===== config.mk =====
export PLATFORM = sky130hd
export DESIGN_NAME = sbcsf_exec
export DESIGN_NICKNAME = d
export VERILOG_FILES = /design/src/sbcsf_pkg.sv /design/src/sbcsf_exec.sv /design/src/sbcsf_adder.sv
export SDC_FILE = /design/constraint.sdc
export NUM_CORES = 1
export LEC_CHECK = 0
export CORE_ASPECT_RATIO = 0.5
export CORE_MARGIN = 1.5
export CORE_UTILIZATION = 23
export CTS_CLUSTER_DIAMETER = 200
export CTS_CLUSTER_SIZE = 12
export DETAILED_ROUTE_END_ITERATION = 8
export DONT_BUFFER_PORTS = 1
export GPL_TIMING_DRIVEN = 0
export MAX_ROUTING_LAYER = met4
export SKIP_LAST_GASP = 1
export SYNTH_ARGS = -nofsm -noshare
export SYNTH_HDL_FRONTEND = slang
export SYNTH_HIERARCHICAL = 1
export SYNTH_SLANG_ARGS = --single-unit

===== constraint.sdc =====
create_clock -name clk -period 3.8 [get_ports clk]
set_input_delay 0.76 -clock clk [delete_from_list [all_inputs] [get_ports clk]]
set_output_delay 0.76 -clock clk [all_outputs]
set_load 0.02 [all_outputs]

===== src/sbcsf_pkg.sv =====
// Shared constants, operation codes and the borrow adder functions
package sbcsf_pkg;

  localparam int unsigned DATA_W     = 8;
  localparam int unsigned RADDR_W    = 7;
  localparam int unsigned SSEL_W     = 5;
  localparam int unsigned NIB_W      = 4;
  localparam logic [4:0]  SPAGE_LAST = 5'h15;
  localparam logic [7:0]  WREG_RST   = 8'h00;
  localparam logic        FLAG_RST   = 1'b0;
  localparam logic        DEST_WREG  = 1'b0;
  localparam logic        DEST_FILE  = 1'b1;

  typedef enum logic [1:0] {
    SBCSF_OP_NONE      = 2'b00,
    SBCSF_OP_SUB_REG   = 2'b01,
    SBCSF_OP_SUB_IMM   = 2'b10,
    SBCSF_OP_STORE_SP  = 2'b11
  } sbcsf_op_t;

  // Operand plus complemented working value plus carry, carry out on top
  function automatic logic [8:0] sbcsf_sub9(
    input logic [7:0] opnd,
    input logic [7:0] wreg,
    input logic       cin
  );
    sbcsf_sub9 = {1'b0, opnd} + {1'b0, ~wreg} + {8'h00, cin};
  endfunction : sbcsf_sub9

  // Same path on the low nibble; bit 4 is the nibble carry
  function automatic logic [4:0] sbcsf_sub5(
    input logic [7:0] opnd,
    input logic [7:0] wreg,
    input logic       cin
  );
    sbcsf_sub5 = {1'b0, opnd[3:0]} + {1'b0, ~wreg[3:0]} + {4'h0, cin};
  endfunction : sbcsf_sub5

endpackage : sbcsf_pkg


===== src/sbcsf_exec.sv =====
// Execution stage for subtract-with-borrow and special page store
`timescale 1ns/1ps

//
// Function
// - Register form adds register, complemented working value and carry, 8 bits.
// - Destination bit 0 writes working register, 1 writes data register back.
// - Register operand is a 7-bit field reaching data registers 0 to 127.
// - Zero set on zero result; carry set when no borrow, cleared on borrow.
// - Store copies working register into special page register 0 to 21.
// - Store takes one cycle, keeps working register and all flags.
// - Immediate form: immediate plus complement plus carry into working register.
module sbcsf_exec
  import sbcsf_pkg::*;
(
  input  wire logic              clk,
  input  wire logic              nrst,
  input  wire logic              instr_valid,
  input  wire sbcsf_op_t         instr_op,
  input  wire logic [RADDR_W-1:0] instr_raddr,
  input  wire logic              instr_dest,
  input  wire logic [DATA_W-1:0] instr_imm,
  input  wire logic [SSEL_W-1:0] instr_ssel,
  input  wire logic [DATA_W-1:0] file_rdata,
  output logic      [DATA_W-1:0] working_register_ff,
  output logic                   carry_flag_ff,
  output logic                   zero_flag_ff,
  output logic                   low_nibble_carry_flag_ff,
  output logic                   file_we_ff,
  output logic     [RADDR_W-1:0] file_waddr_ff,
  output logic      [DATA_W-1:0] file_wdata_ff,
  output logic                   spage_we_ff,
  output logic      [SSEL_W-1:0] spage_sel_ff,
  output logic      [DATA_W-1:0] spage_wdata_ff,
  output logic                   done_ff
);

  ////////////////////////////////////////////////////////////////////////////
  // Operand select and adder

  logic [DATA_W-1:0] opnd;
  logic [DATA_W-1:0] sum;
  logic              cout;
  logic              nib_cout;
  logic              zero;

  // File data for the register form, immediate otherwise
  assign opnd = (instr_op == SBCSF_OP_SUB_REG) ? file_rdata : instr_imm;

  sbcsf_adder u_adder (
    .opnd     (opnd),
    .wreg     (working_register_ff),
    .cin      (carry_flag_ff),
    .sum      (sum),
    .cout     (cout),
    .nib_cout (nib_cout),
    .zero     (zero)
  );

  ////////////////////////////////////////////////////////////////////////////
  // Next state

  logic [DATA_W-1:0]  nxt_working_register;
  logic               nxt_carry_flag;
  logic               nxt_zero_flag;
  logic               nxt_low_nibble_carry_flag;
  logic               nxt_file_we;
  logic [RADDR_W-1:0] nxt_file_waddr;
  logic [DATA_W-1:0]  nxt_file_wdata;
  logic               nxt_spage_we;
  logic [SSEL_W-1:0]  nxt_spage_sel;
  logic [DATA_W-1:0]  nxt_spage_wdata;
  logic               nxt_done;

  always_comb begin
    nxt_working_register      = working_register_ff;
    nxt_carry_flag            = carry_flag_ff;
    nxt_zero_flag             = zero_flag_ff;
    nxt_low_nibble_carry_flag = low_nibble_carry_flag_ff;
    nxt_file_we               = 1'b0;
    nxt_file_waddr            = file_waddr_ff;
    nxt_file_wdata            = file_wdata_ff;
    nxt_spage_we              = 1'b0;
    nxt_spage_sel             = spage_sel_ff;
    nxt_spage_wdata           = spage_wdata_ff;
    nxt_done                  = 1'b0;
    if (instr_valid) begin
      case (instr_op)
        SBCSF_OP_SUB_REG: begin
          nxt_done                  = 1'b1;
          nxt_carry_flag            = cout;
          nxt_zero_flag             = zero;
          nxt_low_nibble_carry_flag = nib_cout;
          if (instr_dest == DEST_FILE) begin
            nxt_file_we    = 1'b1;
            nxt_file_waddr = instr_raddr;
            nxt_file_wdata = sum;
          end else begin
            nxt_working_register = sum;
          end
        end
        SBCSF_OP_SUB_IMM: begin
          nxt_done                  = 1'b1;
          nxt_working_register      = sum;
          nxt_carry_flag            = cout;
          nxt_zero_flag             = zero;
          nxt_low_nibble_carry_flag = nib_cout;
        end
        SBCSF_OP_STORE_SP: begin
          // Index past the page end is dropped rather than aliased
          nxt_done = 1'b1;
          if (instr_ssel <= SPAGE_LAST) begin
            nxt_spage_we    = 1'b1;
            nxt_spage_sel   = instr_ssel;
            nxt_spage_wdata = working_register_ff;
          end
        end
        default: begin
          nxt_done = 1'b0;
        end
      endcase
    end
  end

  ////////////////////////////////////////////////////////////////////////////
  // Registers

  always_ff @(posedge clk) begin
    if (!nrst) begin
      working_register_ff      <= WREG_RST;
      carry_flag_ff            <= FLAG_RST;
      zero_flag_ff             <= FLAG_RST;
      low_nibble_carry_flag_ff <= FLAG_RST;
      file_we_ff               <= 1'b0;
      file_waddr_ff            <= '0;
      file_wdata_ff            <= '0;
      spage_we_ff              <= 1'b0;
      spage_sel_ff             <= '0;
      spage_wdata_ff           <= '0;
      done_ff                  <= 1'b0;
    end else begin
      working_register_ff      <= nxt_working_register;
      carry_flag_ff            <= nxt_carry_flag;
      zero_flag_ff             <= nxt_zero_flag;
      low_nibble_carry_flag_ff <= nxt_low_nibble_carry_flag;
      file_we_ff               <= nxt_file_we;
      file_waddr_ff            <= nxt_file_waddr;
      file_wdata_ff            <= nxt_file_wdata;
      spage_we_ff              <= nxt_spage_we;
      spage_sel_ff             <= nxt_spage_sel;
      spage_wdata_ff           <= nxt_spage_wdata;
      done_ff                  <= nxt_done;
    end
  end

  logic [DATA_W-1:0] result_seen;
  assign result_seen = file_we_ff ? file_wdata_ff : working_register_ff;
endmodule : sbcsf_exec


===== src/sbcsf_adder.sv =====
// Borrow adder: sum, carry, nibble carry and zero detect
`timescale 1ns/1ps
module sbcsf_adder
  import sbcsf_pkg::*;
(
  input  wire logic [7:0] opnd,
  input  wire logic [7:0] wreg,
  input  wire logic       cin,
  output logic      [7:0] sum,
  output logic            cout,
  output logic            nib_cout,
  output logic            zero
);

  logic [8:0] full;
  logic [4:0] low;

  always_comb begin
    full     = sbcsf_sub9(opnd, wreg, cin);
    low      = sbcsf_sub5(opnd, wreg, cin);
    sum      = full[7:0];
    cout     = full[8];
    nib_cout = low[4];
    zero     = (full[7:0] == 8'h00);
  end

endmodule : sbcsf_adder


==> results <==
- In this run the clock root is driven by a sky130_fd_sc_hd__clkbuf_16.
- The worst pin sits at a relative slew slack of between 60% and 70%.
- In this run the critical register-to-register path is launched from working_register_ff[0]$_SDFFE_PN0P_.
- Relative to the synthesized area, the layout overhead comes to 13.7%.
- The total of buffers placed on input and output ports is 0.
- The number of buffers inserted to repair setup after CTS is 0.
- The final layout contains routed wiring with a total length of 5.25 mm.
- In this run the power density over the cells is roughly 450 mW/mm^2.
- The critical path goes through inv_1 > ha_1 > buf_6 > mux2_2 > fa_1 > inv_1 > fa_1 > nor2b_1 > o21ai_0 > nor3b_1 > o21ai_0 > nor4b_2 > nand3_1 > a21boi_0.
- The total clock sinks is 42.
- The clock transition time at the flip-flop clock pins of the worst setup and hold paths is approximately 60 ps.
- For the worst-skew pair, the clock arrives at the later sink with an insertion delay of roughly 280 ps.
- The first TritonRoute pass finished after 4 iterations.
- The run finished with clean final reports.
- The worst hold path terminates at file_waddr_ff[5]$_SDFFE_PN0P_.
- The placed instance count is ~360.
- The max-slew violation total from the final report is 0.
- The worst hold path belongs to the class flip-flop to flip-flop.
- The share of the yosys chip area belonging to registers is 38.8%.
- The antenna diode count is 0.
- The worst-path cell with the longest stage delay is sky130_fd_sc_hd__fa_1.
- The die boundary width is 140 um.
- The total count of hold-check failures in the final report is 0.
- For the pin with the worst max-slew slack, the measured transition is 549 ps.
- The data arrival time of the worst path is roughly 3500 ps.
- Setup repair after global routing left no endpoint under its margin.
- The fill cell total of the finished layout is 935.
- The routability-driven placement congestion ratio is 0.776.
- The post-synth net total is 286.
- The overall die area is around 0.01 mm^2.
- The max-capacitance violation count is 0.
- Along the worst path, the maximum fanout reaches 10.
- The via density per instance is around 4.4.
- In the final layout, the share of cells above drive strength 1 is 14.2%.
- The sum of negative setup slack is 0 ps.
- The cell area that synthesis handed to floorplanning was 0.00217 mm^2.
- Synthesis produced around 240 cells.
- The final global-route overflow total is 0.
- Across all layers, the routed design uses 1594 vias.
- The initialized floorplan defines 24 standard-cell rows.
- The required time at the endpoint of the critical path is 4010 ps.
- The number of cells traversed by the worst register-to-register path is 11.
- Along the worst hold path, the cell count comes to 2.
- The HPWL after detailed placement is around 4.2 mm.
- The flop and latch count out of synthesis is 42.
- TritonCTS built the clock tree.
- The total leakage power is 0.926 nW.
- The global-route wire length before repair is 8.11 mm.
- In this run, CTS created clock tree buffers numbering 5.
- Static timing analysis puts the maximum clock frequency at between 300 and 400 MHz.
- The number of endpoints failing setup at the final stage is 0.
- The clock tree buffer depth is 2.
- The count of different cell masters after synthesis is 43.
- The category of the worst setup path launch point is a primary input.
- The starting density of the core is 24.3%.
- The H-tree was split into 2 levels.
- The total track usage is 10.9%.
- Entering global routing, the biggest net connects 14 pins.
- In this run, the number of DRC markers left after iteration 0 of detailed routing was 74.
- The number of antenna violations at the first check in global routing was 0.
- The worst ir drop on vdd is about 0.23 mV.
- The via count of the first global-routing pass is 1582.
- Dividing the final minimum period by the clock period gives 86.3%.
- The remaining routing DRC violations is 0.
- The longest individual stage delay on the worst path is 480 ps.
- Clock skew on the completed layout was measured at 5.13 ps.
- Across all register-to-register paths, the minimum setup slack is 1180 ps.
- The count of yosys warnings during synthesis is 6.
- At the end of the flow, the number of nets in the layout was 293.
- The standard cell core area is ~0.009 mm^2.
- Dividing the detail-routed wire length by the instance count gives 14.4 um.
- The worst register-to-register path ends at zero_flag_ff$_SDFFE_PN0P_.
- Hold repair after CTS inserted 0 buffers.
- The finished layout holds around 360 standard cells, fillers aside.
- Post-CTS repair changed the size of 0 cells.
- The setup path with the least slack is of type primary input to flip-flop.
- In this run the most critical hold path is launched from file_waddr_ff[5]$_SDFFE_PN0P_.
- The die is 71.7 um tall.
- Pin placement for this block handled 76 I/O pins.
- The residual antenna-violating net count after detailed routing is 0.
- After synthesis, the mean cell area works out to 9.08 um^2.
- STA classifies the critical path endpoint as a flip-flop.
- The final critical path time including I/O delays and setup is 3280 ps.
worst max-delay path by stage:
stage / start / end / slack (ps) / cells past startpoint
after floorplan: instr_op[1] / zero_flag_ff$_SDFFE_PN0P_ / 540 / 14
after global placement: instr_op[1] / zero_flag_ff$_SDFFE_PN0P_ / 240 / 14
after detailed placement: instr_op[1] / zero_flag_ff$_SDFFE_PN0P_ / 240 / 14
after CTS: instr_op[1] / zero_flag_ff$_SDFFE_PN0P_ / 510 / 14
after global routing: instr_op[1] / zero_flag_ff$_SDFFE_PN0P_ / 250 / 14
final: instr_op[1] / zero_flag_ff$_SDFFE_PN0P_ / 520 / 14
per-stage QoR:
stage / util (%) / hold WS [ps] / power (mW) / setup slack [ps] / instance area [um^2]
2_1_floorplan: - / 531 / 0.648 / 536 / 2170
5_1_grt: 27.7 / 579 / 1.16 / 252 / 2470
3_3_place_gp: 26.0 / 544 / 0.696 / 240 / 2320
3_5_place_dp: 26.0 / 548 / 0.698 / 236 / 2320
6_report: 27.7 / 554 / 1.11 / 520 / 2470
4_1_cts: 27.7 / 557 / 1.12 / 513 / 2470
critical path: cells and delay by family:
kind | cells | cell delay [ps]
mux | 1 | 370
buf+inv | 3 | 310
compound gates | 3 | 500
fa+ha+maj | 3 | 880
simple gates | 4 | 680
placed cells by master, fill, tap and decap left out, types with 3 or more instances in the layout:
cell type	netlist	final
sky130_fd_sc_hd__inv_1	13	13
sky130_fd_sc_hd__a21boi_1	10	10
sky130_fd_sc_hd__o21ai_0	3	3
sky130_fd_sc_hd__mux2i_1	19	19
sky130_fd_sc_hd__nand3_1	4	4
sky130_fd_sc_hd__buf_4	3	3
sky130_fd_sc_hd__dfxtp_1	42	42
sky130_fd_sc_hd__clkbuf_1	5	5
sky130_fd_sc_hd__nor2_1	5	5
sky130_fd_sc_hd__mux2_2	8	8
sky130_fd_sc_hd__nand2_1	67	67
sky130_fd_sc_hd__ha_1	11	11
sky130_fd_sc_hd__xnor2_1	3	3
sky130_fd_sc_hd__clkbuf_16	0	5
sky130_fd_sc_hd__buf_6	3	3
sky130_fd_sc_hd__a21boi_0	8	8
synthesized netlist by cell type (all sizes together):
| cell | number | area share [%] |
|---|---|---|
| xnor2 | 3 | 1.2 |
| a21o | 2 | 0.69 |
| o21a | 2 | 0.69 |
| and2 | 2 | 0.58 |
| nand2b | 2 | 0.58 |
| o211ai | 1 | 0.35 |
| nand2 | 68 | 12 |
| nand3 | 4 | 0.92 |
| dfxtp | 42 | 39 |
| a21oi | 4 | 1.6 |
| o221a | 1 | 0.52 |
| o32ai | 1 | 0.40 |
| xor2 | 1 | 0.40 |
| o21ai | 6 | 2.1 |
| clkbuf | 5 | 0.87 |
| fa | 2 | 1.8 |
| ha | 11 | 6.3 |
| and3 | 1 | 0.29 |
| o22ai | 1 | 0.58 |
| nor4b | 1 | 0.69 |
| a21boi | 18 | 6.2 |
| and2b | 1 | 0.46 |
| nor2 | 5 | 0.87 |
| nor3b | 1 | 0.35 |
| mux2 | 8 | 4.2 |
| inv | 13 | 2.2 |
| mux2i | 19 | 8.8 |
| nor3 | 1 | 0.23 |
| buf | 7 | 2.8 |
| nor2b | 2 | 0.92 |
| o31a | 2 | 0.81 |
| or2 | 1 | 0.29 |
| a211oi | 1 | 0.58 |
report_power, final:
part	leakage [nW]	internal, mW	total, mW	switching (mW)
Combinational	0.513	0.0810	0.195	0.114
Clock	0.0729	0.260	0.423	0.164
Sequential	0.340	0.457	0.492	0.0351
Total	0.926	0.797	1.11	0.313
cell families (layout without fill, tap and decap cells):
logic type                 Yosys count  in the layout  share of synthesized area, %
AOI/OAI and AO/OA                   39             39                          14.5
xor gates and xnor gates             4              4                          1.62
adders and majority gates           13             13                          8.19
buffers and inverters               25             33                          5.94
DFF                                 42             42                          38.8
muxes                               27             27                          12.9
and+or+nand+nor                     89             89                          18.1
registers in the layout, summed over array words and instances (netlist names):
register / count
zero_flag_ff: 1
carry_flag_ff: 1
spage_we_ff: 1
spage_sel_ff: 5
file_wdata_ff: 8
spage_wdata_ff: 8
done_ff: 1
file_waddr_ff: 7
file_we_ff: 1
working_register_ff: 8
low_nibble_carry_flag_ff: 1
final cells by class:
| type | count | area [um^2] | area share, % |
|---|---|---|---|
| multi-input combinational | 172 | 1200 | 48.6 |
| tap | 117 | 146 | 5.93 |
| clock buffer | 6 | 139 | 5.63 |
| inverter | 13 | 48.8 | 1.98 |
| clock inverter | 2 | 12.5 | 0.507 |
| sequential | 42 | 841 | 34.1 |
| buffer | 12 | 80.1 | 3.25 |
per-layer routing:
metal | wire (um) | vias to the layer above | GRT usage, %
li1 | - | 809 | -
met1 | 2280 | 751 | 11.9
met2 | 2570 | 30 | 19.0
met3 | 346 | 4 | 3.68
met4 | 55 | 0 | 3.16
met5 | 0 | - | -
Power figures use the tool's default switching activity.
